**src/core/pph_pkg.sv**
```systemverilog
// pixel thread payload header: shared constants, register map, field layout
// assumes a single 20 MHz core clock and an avalon-mm register master
package pph_pkg;
    // ************************************************************
    // register map (word aligned byte addresses)
    // ************************************************************
    localparam logic [7:0] ADDR_CTRL = 8'h00;
    localparam logic [7:0] ADDR_STEP_CTRL = 8'hD0;
    localparam logic [7:0] ADDR_STATUS = 8'h04;
    localparam logic [7:0] ADDR_SIZE_KB = 8'h08;
    localparam logic [7:0] ADDR_ID = 8'h0C;
    localparam logic [31:0] ID_VALUE = 32'h0000_5A01; // arbitrary value
    localparam logic [31:0] UNMAPPED_VALUE = 32'h0000_0000;
    // ctrl bits
    localparam int CTRL_ERRATUM_BIT = 0;
    localparam int CTRL_PIX32_BIT = 1;
    localparam int STEP_BIG_BIT = 3;
    // ************************************************************
    // header field layout
    // ************************************************************
    localparam int PTR_LSB = 6;
    localparam int PTR_W = 26;
    localparam int MASK_LSB = 16;
    localparam int MASK_W = 16;
    localparam int SUBSPAN_PIX = 4;
    localparam int SCR_W = 4;
    localparam logic [3:0] SCR_MAX_CODE = 4'hB;
    localparam logic [3:0] SCR_BIG_CODE = 4'hB;
    localparam logic [31:0] KB_BIG = 32'h0000_0100;
    localparam logic [31:0] KB_BAD = 32'h0000_0000;
    localparam logic [31:0] DWORD_ZERO = 32'h0000_0000;
    localparam logic [31:0] RESET_WORD = 32'h0000_0000;
    localparam logic [1:0] RESET_CTRL = 2'h0;
    localparam logic [31:0] KB_ONE = 32'h0000_0001;
    localparam logic [31:0] KB_BIG_ALIGN = 32'h0000_2000; // 8MB in KB
endpackage : pph_pkg

```
**src/core/pph_header.sv**
```systemverilog
// pixel thread payload header builder with avalon-mm control registers
// assumes dispatcher presents one request per valid cycle from clk domain
`timescale 1ns/1ps
module pph_header #(
    parameter int SUBSPANS = 4 // subspans covered by the lit mask
) (
    input wire logic clk, // 20 MHz core clock
    input wire logic rstn, // async active low reset
    input wire logic [7:0] avs_address, // byte address
    input wire logic avs_read, // read strobe
    input wire logic avs_write, // write strobe
    input wire logic [31:0] avs_writedata, // write data
    input wire logic [3:0] avs_byteenable, // byte lanes
    output logic [31:0] avs_readdata, // read data
    output logic avs_waitrequest, // stall
    input wire logic disp_valid, // dispatch request
    input wire logic [31:0] disp_cc_offset, // state record offset
    input wire logic [3:0] disp_scratch_code, // scratch size code
    input wire logic [31:0] disp_lit_mask, // lit pixels, 8 subspans
    output logic hdr_valid, // header valid, one-cycle pulse
    output logic [31:0] header_dword0, // lit mask and scratch code
    output logic [31:0] header_dword1, // state pointer
    output logic [31:0] header_dword2, // reserved zero
    output logic [31:0] dispatch_mask, // widened dispatch mask
    output logic [31:0] cc_ptr_out, // pointer to colour calc unit
    output logic [31:0] scratch_kb // decoded scratch size
);
    import pph_pkg::*;

    localparam int DW = $bits(header_dword0);
    localparam int NIBBLES = DW / SUBSPAN_PIX;
    localparam int GAP_W = MASK_LSB - SCR_W;

    // ************************************************************
    // elaboration checks
    // ************************************************************
    // the lit mask field is four subspans of four pixels; no other count
    // has a place in the header
    if (SUBSPANS != 4) begin : g_bad_subspans
        $error("pph_header supports SUBSPANS of 4 only");
    end
    // a layout whose fields overlap, touch, or stop short of the top of a dword is refused
    if (PTR_LSB + PTR_W != DW) begin : g_bad_ptr
        $error("pointer field must end at the top of header dword 1");
    end
    if (MASK_LSB + MASK_W != DW) begin : g_bad_mask
        $error("lit mask field must end at the top of header dword 0");
    end
    if (SUBSPANS * SUBSPAN_PIX != MASK_W) begin : g_bad_pix
        $error("lit mask width must equal subspans times pixels");
    end
    if (SCR_W != $bits(disp_scratch_code) || GAP_W < 1) begin : g_bad_scr
        $error("scratch code must fit below the lit mask field");
    end
    if (CTRL_ERRATUM_BIT > 1 || CTRL_PIX32_BIT > 1) begin : g_bad_ctrl
        $error("control bits must lie in the two-bit control register");
    end

    // ************************************************************
    // field helpers
    // ************************************************************
    // control bits all live in byte lane 0, so only that lane can write
    function automatic logic wr_hit(input logic [7:0] a,
                                    input logic [7:0] target,
                                    input logic [3:0] be);
        wr_hit = (a == target) && be[0];
    endfunction : wr_hit

    // lit mask of the first four subspans only; upper subspans of a
    // 32 pixel dispatch are reached elsewhere, not through this field
    function automatic logic [MASK_W-1:0] lit_first4(
        input logic [DW-1:0] m
    );
        lit_first4 = m[MASK_W-1:0];
    endfunction : lit_first4

    // dword 0: lit mask on top, scratch code verbatim at the bottom and
    // the reserved gap between them zero
    function automatic logic [DW-1:0] pack_dw0(
        input logic [MASK_W-1:0] mask,
        input logic [SCR_W-1:0] code
    );
        pack_dw0 = {mask, {GAP_W{1'b0}}, code};
    endfunction : pack_dw0

    // the record is 64-byte aligned: bits below the pointer are reserved
    // and forced to zero whatever the dispatcher offers
    function automatic logic [DW-1:0] cc_ptr(input logic [DW-1:0] off);
        cc_ptr = {off[DW-1:PTR_LSB], {PTR_LSB{1'b0}}};
    endfunction : cc_ptr

    // a subspan goes fully active when any pixel of it is lit, so that
    // differences across the quad are taken from real neighbours
    function automatic logic [DW-1:0] widen(input logic [DW-1:0] m);
        logic [DW-1:0] r;
        r = RESET_WORD;
        for (int i = 0; i < NIBBLES; i++) begin
            r[i*SUBSPAN_PIX +: SUBSPAN_PIX] =
                {SUBSPAN_PIX{|m[i*SUBSPAN_PIX +: SUBSPAN_PIX]}};
        end
        widen = r;
    endfunction : widen

    function automatic logic [DW-1:0] ctrl_word(input logic [1:0] c);
        ctrl_word = DWORD_ZERO;
        ctrl_word[CTRL_ERRATUM_BIT] = c[CTRL_ERRATUM_BIT];
        ctrl_word[CTRL_PIX32_BIT] = c[CTRL_PIX32_BIT];
    endfunction : ctrl_word

    // only the big-allocation bit of step control is implemented
    function automatic logic [DW-1:0] step_word(input logic big);
        step_word = DWORD_ZERO;
        step_word[STEP_BIG_BIT] = big;
    endfunction : step_word

    // ************************************************************
    // state
    // ************************************************************
    logic [1:0] ctrl, next_ctrl;
    logic step_big, next_step_big;
    logic wreq, next_wreq;
    logic [DW-1:0] rdata, next_rdata;
    logic [DW-1:0] cnt, next_cnt;
    logic [DW-1:0] dec_kb, kb, next_kb;
    logic [DW-1:0] in_mask;
    logic v, next_v;
    logic [DW-1:0] d0, next_d0, d1, next_d1, d2, next_d2;
    logic [DW-1:0] dm, next_dm, cp, next_cp;

    // ************************************************************
    // control registers
    // ************************************************************
    // a write lands on the answer edge, the one edge at which the master
    // sees waitrequest low, so a stalled master never commits it early
    always_comb begin
        next_ctrl = ctrl;
        next_step_big = step_big;
        if (avs_write && !wreq) begin
            if (wr_hit(avs_address, ADDR_CTRL, avs_byteenable)) begin
                next_ctrl[CTRL_ERRATUM_BIT] =
                    avs_writedata[CTRL_ERRATUM_BIT];
                next_ctrl[CTRL_PIX32_BIT] = avs_writedata[CTRL_PIX32_BIT];
            end
            if (wr_hit(avs_address, ADDR_STEP_CTRL, avs_byteenable)) begin
                next_step_big = avs_writedata[STEP_BIG_BIT];
            end
        end
    end

    always_ff @(posedge clk or negedge rstn) begin
        if (!rstn) begin
            ctrl <= RESET_CTRL;
            step_big <= 1'b0;
        end else begin
            ctrl <= next_ctrl;
            step_big <= next_step_big;
        end
    end

    // ************************************************************
    // bus handshake
    // ************************************************************
    // one wait cycle on every access: a request seen while waitrequest
    // is high is answered by waitrequest low on the next cycle; the
    // answer cycle never opens a new access, so a request held through
    // the answer edge is served once
    always_comb begin
        next_wreq = 1'b1;
        if ((avs_read || avs_write) && wreq) begin
            next_wreq = 1'b0;
        end
    end

    always_ff @(posedge clk or negedge rstn) begin
        if (!rstn) begin
            wreq <= 1'b1;
        end else begin
            wreq <= next_wreq;
        end
    end

    // read data is loaded when the access is first seen and stands
    // through the answer cycle and until the next access
    always_comb begin
        next_rdata = rdata;
        if ((avs_read || avs_write) && wreq) begin
            unique case (avs_address)
                ADDR_CTRL: next_rdata = ctrl_word(ctrl);
                ADDR_STEP_CTRL: next_rdata = step_word(step_big);
                ADDR_STATUS: next_rdata = cnt;
                ADDR_SIZE_KB: next_rdata = kb;
                ADDR_ID: next_rdata = ID_VALUE;
                default: next_rdata = UNMAPPED_VALUE;
            endcase
        end
    end

    always_ff @(posedge clk or negedge rstn) begin
        if (!rstn) begin
            rdata <= RESET_WORD;
        end else begin
            rdata <= next_rdata;
        end
    end

    // ************************************************************
    // dispatch counter
    // ************************************************************
    // counts accepted dispatches for software and wraps at the top; the
    // increment reuses the one-unit constant of the size decoder
    always_comb begin
        next_cnt = cnt;
        if (disp_valid) begin
            next_cnt = cnt + KB_ONE;
        end
    end

    always_ff @(posedge clk or negedge rstn) begin
        if (!rstn) begin
            cnt <= RESET_WORD;
        end else begin
            cnt <= next_cnt;
        end
    end

    // ************************************************************
    // scratch size
    // ************************************************************
    pph_scratch_dec u_dec (
        .code(disp_scratch_code),
        .erratum(ctrl[CTRL_ERRATUM_BIT]),
        .big_en(step_big),
        .size_kb(dec_kb)
    );

    // the decode follows the control bits as they stand at the dispatch
    // edge; a control write landing on that same edge counts from the next
    always_comb begin
        next_kb = kb;
        if (disp_valid) begin
            next_kb = dec_kb;
        end
    end

    always_ff @(posedge clk or negedge rstn) begin
        if (!rstn) begin
            kb <= RESET_WORD;
        end else begin
            kb <= next_kb;
        end
    end

    // ************************************************************
    // header assembly
    // ************************************************************
    // without 32 pixel dispatch the upper subspans carry no pixels
    always_comb begin
        in_mask = disp_lit_mask;
        if (!ctrl[CTRL_PIX32_BIT]) begin
            in_mask[DW-1:MASK_W] = '0;
        end
    end

    // one-cycle pulse per dispatch cycle; the header words stand after it
    always_comb begin
        next_v = disp_valid;
    end

    always_ff @(posedge clk or negedge rstn) begin
        if (!rstn) begin
            v <= 1'b0;
        end else begin
            v <= next_v;
        end
    end

    always_comb begin
        next_d0 = d0;
        next_d1 = d1;
        next_d2 = DWORD_ZERO;
        if (disp_valid) begin
            next_d0 = pack_dw0(lit_first4(in_mask),
                               disp_scratch_code);
            next_d1 = cc_ptr(disp_cc_offset);
        end
    end

    always_ff @(posedge clk or negedge rstn) begin
        if (!rstn) begin
            d0 <= RESET_WORD;
            d1 <= RESET_WORD;
            d2 <= RESET_WORD;
        end else begin
            d0 <= next_d0;
            d1 <= next_d1;
            d2 <= next_d2;
        end
    end

    // the builder passes the pointer on to the colour calculation unit itself
    always_comb begin
        next_dm = dm;
        next_cp = cp;
        if (disp_valid) begin
            next_dm = widen(in_mask);
            next_cp = cc_ptr(disp_cc_offset);
        end
    end

    always_ff @(posedge clk or negedge rstn) begin
        if (!rstn) begin
            dm <= RESET_WORD;
            cp <= RESET_WORD;
        end else begin
            dm <= next_dm;
            cp <= next_cp;
        end
    end

    // ************************************************************
    // outputs
    // ************************************************************
    assign avs_readdata = rdata;
    assign avs_waitrequest = wreq;
    assign hdr_valid = v;
    assign header_dword0 = d0;
    assign header_dword1 = d1;
    assign header_dword2 = d2;
    assign dispatch_mask = dm;
    assign cc_ptr_out = cp;
    assign scratch_kb = kb;
endmodule : pph_header

```
**src/core/pph_scratch_dec.sv**
```systemverilog
// scratch size decoder: turns the four-bit code into a size in KB
// assumes purely combinational use inside the header builder
`timescale 1ns/1ps
module pph_scratch_dec (
    input wire logic [3:0] code, // scratch size code
    input wire logic erratum, // early stepping selected
    input wire logic big_en, // code 11 means 256KB on erratum part
    output logic [31:0] size_kb // decoded size, zero if code illegal
);
    import pph_pkg::*;
    always_comb begin
        if (code > SCR_MAX_CODE) begin
            size_kb = KB_BAD;
        end else if (erratum && big_en && code == SCR_BIG_CODE) begin
            size_kb = KB_BIG;
        end else if (erratum) begin
            size_kb = {28'h0000000, code} + KB_ONE;
        end else begin
            size_kb = KB_ONE << code;
        end
    end
endmodule : pph_scratch_dec

```
**config.mk**
```make
export PLATFORM = sky130hd
export DESIGN_NAME = pph_header
export DESIGN_NICKNAME = d
export VERILOG_FILES = /design/src/core/pph_pkg.sv /design/src/core/pph_header.sv /design/src/core/pph_scratch_dec.sv
export SDC_FILE = /design/constraint.sdc
export NUM_CORES = 1
export LEC_CHECK = 0
export ABC_AREA = 1
export ABC_CLOCK_PERIOD_IN_PS = 1300
export BUFFER_PORTS_ARGS = -buffer_cell sky130_fd_sc_hd__buf_2
export CORE_MARGIN = 2
export CORE_UTILIZATION = 44
export DETAILED_ROUTE_END_ITERATION = 8
export PLACE_DENSITY = 0.79
export SETUP_SLACK_MARGIN = 0.2
export SYNTH_ARGS = -nofsm -noshare
export SYNTH_HDL_FRONTEND = slang
export SYNTH_HIERARCHICAL = 1
export SYNTH_SLANG_ARGS = --single-unit
```
**constraint.sdc**
```tcl
create_clock -name clk -period 1.3 [get_ports clk]
set_input_delay 0.26 -clock clk [delete_from_list [all_inputs] [get_ports clk]]
set_output_delay 0.26 -clock clk [all_outputs]
set_load 0.03 [all_outputs]
```
Yosys cells after proc, flatten, opt, wreduce, memory -nomap -nowiden

Index checks and enable logic that the tools add are counted.

Bits in registers: 176
Input bits: 117
Output and inout port bits: 226

$add $sub $neg: 2
$lt $le $gt $ge: 1
Eq/ne operators: 5
Shift operators: 1
Multiplexer cells: 6
Reductions and logical operators: 19

Operators by type and width:

| operator                                             | count |
|---|---|
| case mux 32 bit (5 select lines)                     | 1 |
| two-way mux 32 bit                                   | 3 |
| adder 32 x 1 -> 32 bit, second input constant        | 1 |
| OR reduction 4 bit                                   | 8 |
| left shift 1 x 4 -> 32 bit, first input constant     | 1 |
| == test 8 x 4 -> 1 bit, second input constant        | 2 |
| two-way mux 16 bit                                   | 1 |
| == test 8 x 3 -> 1 bit, second input constant        | 1 |
| == test 8 bit, second input constant                 | 1 |
| zero test 8 bit                                      | 1 |
| logical AND 1 bit                                    | 6 |
| adder 4 x 1 -> 5 bit, second input constant          | 1 |
| == test 4 bit, second input constant                 | 1 |
| greater-than comparator 4 bit, second input constant | 1 |
| AND reduction 2 bit                                  | 2 |
| zero test 1 bit                                      | 1 |
| logical OR 1 bit                                     | 1 |
| two-way mux 1 bit                                    | 1 |

Logic depth before layout (Yosys ltp)

Depth after elaboration: 4
Depth in mapped cells: 10
Mapped depth without buffers: 10

Hierarchy

Netlist, hierarchy kept.

Modules (own cells, without submodules):

| module          | times used | cells each | area each (um2) | sequential area each (um2) |
|---|---|---|---|---|
| pph_header      | 1          | 928        | 7572.3          | 3880.0 |
| pph_scratch_dec | 1          | 75         | 476.7           | 0.0 |

Least setup slack after synthesis

No wires, ideal clock.

Path type: register to register
Start point: reg wreq, in the netlist avs_waitrequest
End point: reg rdata[10], in the netlist avs_readdata[10]
Data arrival time: 1318 ps
Required time: 1234 ps
Path slack: -84 ps
Cell stages (with the launch flop): 6
Path buffers: 1
Period minus slack after synthesis: 1384 ps
Cells stage by stage: dfstp_2 > o21ai_1 > inv_1 > clkbuf_1 > nand2_1 > nand2_1

Longest elaborated chain between the ends: 1

RTL lines:

| item                   | line              | text |
|---|---|---|
| start, declared        | pph_header.sv:121 | `logic wreq, next_wreq;` |
| start signal, assigned | pph_header.sv:178 | `wreq <= next_wreq;` |
| logical AND 1 bit      | pph_header.sv:186 | `if ((avs_read \|\| avs_write) && wreq) begin` |
| end signal, assigned   | pph_header.sv:202 | `rdata <= next_rdata;` |
| end, declared          | pph_header.sv:122 | `logic [DW-1:0] rdata, next_rdata;` |

Every way passes these cells.
A chain may end at the register's enable or synchronous reset.

Worst setup path after layout

Start point: reg cnt[1]
End point: reg cnt[16]

Longest elaborated chain between the ends: 1

RTL lines:

| item                   | line              | text |
|---|---|---|
| start, declared        | pph_header.sv:123 | `logic [DW-1:0] cnt, next_cnt;` |
| start signal, assigned | pph_header.sv:222 | `cnt <= next_cnt;` |
| adder 32 x 1 -> 32 bit | pph_header.sv:214 | `next_cnt = cnt + KB_ONE;` |

Every way passes these cells.

==> results.toml <==
[synth]
ys.flop_type = "dfrtp_1"
ys_ff_latch = 155
ys_top_cells_by_count = "nand2_1, dfrtp_1, buf_4"
syn_inst = 1003
yosysMostFrequentCell = "nand2_1"
synth_top_cell_area_share_pct = 47.9
synth-edff-count = 0
synthArstFlopShare_pct = 100
yosysWarningCount = 6
synth_top_cell_by_area = "dfrtp_1"
synth.area.top_cells = "dfrtp_1, nand2_1, buf_4"
synth_area_um2 = 8050
avgSynthCellArea_um2 = 8.02
ys_seq_area_share_pct = 48.2
ys_types = 33

[detailed_routing]
via_per_inst = 5.04
drt_iter0_drc = 672
wl_per_cell_um = 17.4
detail_route.first_pass.iterations = 6
routed_wl_um = 27500
drc = 0
antenna_left = 0
vias = 7943

[critical_path]
critPathTopFamily = "simple AND/OR/NAND/NOR gates"
cp_max_fo = 4
critPathSlowestCell = "dfrtp_1"
cp_cell_sequence = "ha_2 > nand2_2 > nor2_4 > nand2_2 > nor2_4 > buf_4 > nand2_2 > xor2_1"
reg2reg_depth = 8
crit_path_end_kind = "register"
cp.required_ps = 1610
crit_start = "cnt[1]"
worstReg2RegStart = "cnt[1]"
start_kind = "register"
worstSetupPathType = "register to register"
r2r_setup_slack_ps = -210
reg2reg_to = "cnt[16]"
slowest_delay_ps = 380
worstPathArrival_ps = 1820
cpMostUsedCell = "nand2_2"
crit_buf_inv = 1

[placed_design]
place.gp.congestion = 0.891
placed_cell_area_um2 = 9310
dp_hpwl_um = 15100
port-buffer-count = 248

[floorplanning]
placeableCoreArea_um2 = 18000
dieWidth_um = 139
dieHeight_um = 139
rows = 49
start_util_pct = 44.8
die_area_um2 = 19400
io_pins = 343

[cells_and_area]
regArea_um2 = 3900
stdcell_area_um2 = 12400
final_core_util_pct = 69.2
final_net_count = 1457
num_antenna_cells = 0
multi_input_comb_area_um2 = 3530
drive_gt1_share_pct = 42.9
fillCellCount = 1238
areaGrowthSynthToFinish_pct = 54.4

[power_and_ir_drop]
power_density_nw_per_um2 = 1140
ir_drop_v = 0.00101
p_leak_nw = 6.75

[min_path]
hold_start = "disp_cc_offset[8]"
whs_path_depth = 3
hold_end = "header_dword1[8]"
hp-class = "primary input to register"

[grt]
antenna_found_initial = 0
grt_max_degree = 68
grt_usage_pct = 25.9
grt_pass1_vias = 7515
globalRouteOverflowTotal = 0
grt_pass1_wl_um = 39700

[sta]
setup_viol = 46
finalClockSkew_ps = 12.2
rsz0062_at_grt = "yes"
finalHoldViolCount = 0
fmax_mhz = 663
finalCritPeriodShare_pct = 116
setup_ws_ps = -209
fin_crit_ps = 1510
drv_slew = 0

[run]
max-cap-violations = 0

[cts]
clock_path_buffers = 2
clk_latency_ps = 430
cts_tree = "yes"
ctsHtreeMaxLevel = 4
cts_sinks = 155
cts_made_buffers = 17
root_buffer = "clkbuf_16"
path_clk_slew_ps = 60

[run_status]
status = "finished, violations left"
violations = "setup timing"
## how the worst max path moves through the flow
| stage | to | slack, ps | cells past startpoint |
|---|---|---|---|
| 2_1_floorplan | cnt[28] | -40 | 8 |
| 3_3_place_gp | avs_readdata[8] | -70 | 9 |
| 3_5_place_dp | cnt[28] | -80 | 8 |
| 4_1_cts | cnt[26] | -90 | 8 |
| 5_1_grt | cnt[24] | -270 | 10 |
| 6_report | cnt[16] | -210 | 8 |
## worst min-delay path: cells and delay by family
kind | cells | cell delay (ps)
simple gates | 2 | 90
buf+inv | 1 | 70
## kinds of logic (layout without fill, tap and decap cells)
kind of cell	Yosys count	after routing	share of synthesized area, %
other	2	76	0.0933
XOR/XNOR	23	23	2.50
adder cells (fa/ha/maj)	6	6	0.933
buffers and inverters	254	524	18.2
AO/OA/AOI/OAI	75	75	5.25
flip-flops	155	155	48.2
AND/OR/NAND/NOR	488	488	24.9
## layout by cell type (no fill, tap or decap), types with 19 or more instances in the layout
cell / count
nand2_1: 266
buf_6: 180
dfrtp_1: 140
buf_4: 119
inv_1: 88
conb_1: 76
buf_2: 76
nand2_2: 55
nor2_1: 45
nand3_1: 39
o21ai_0: 39
nand2_4: 28
o22ai_1: 20
xor2_1: 19
## report_power, final
group          switching, W  internal [W]  leakage [nW]
registers          0.000364       0.00518          1.92
clock network       0.00206       0.00284         0.278
logic               0.00221       0.00153          4.55
total               0.00464       0.00955          6.75
## sequential cells by signal (all words and copies together), names as in the netlist
| name | count |
|---|---|
| avs_readdata | 32 |
| cnt | 32 |
| scratch_kb | 32 |
| header_dword1 | 26 |
| header_dword0 | 20 |
| dispatch_mask | 8 |
| ctrl | 2 |
| avs_waitrequest | 1 |
| hdr_valid | 1 |
| step_big | 1 |
## stage by stage
step / cells / setup slack, ps / TNS, ps / hold slack, ps / total power [W]
6_report: 1576 / -209 / -3940 / 28.5 / 0.0142
3_3_place_gp: 1445 / -69.9 / -258 / 150 / 0.00805
4_1_cts: 1534 / -88.4 / -1340 / 19.9 / 0.0139
3_5_place_dp: 1445 / -76.5 / -827 / 153 / 0.00811
2_1_floorplan: 1077 / -43.3 / -90.6 / -35.6 / 0.00742
5_1_grt: 1576 / -269 / -6760 / 31.3 / 0.0147
## area by class of cell
class / count / share of cell area, %
Sequential cell: 155 / 31.4
Timing Repair Buffer: 396 / 30.3
Clock inverter: 10 / 0.725
Clock buffer: 22 / 3.90
Multi-Input combinational cell: 668 / 28.4
Inverter: 96 / 3.01
Tap cell: 229 / 2.31
## per-layer routing
metal | track usage, % | share of wire [%] | vias up | routed length (um)
met5 | 0 | 0 | - | 0
met4 | 10.3 | 3.9 | 0 | 1080
met3 | 7.64 | 7.6 | 91 | 2090
met2 | 42.6 | 50 | 438 | 13600
met1 | 32.3 | 39 | 3841 | 10700
li1 | - | - | 3573 | -
## timing repair
item	in CTS	in global routing
pin swaps	34	50
hold buffers	1	0
setup endpoints to repair	243	245
setup buffers	49	42
endpoints found under the hold margin	48	0
resized for setup	414	106
gates cloned	7	0
(Power assumes the default switching activity.)
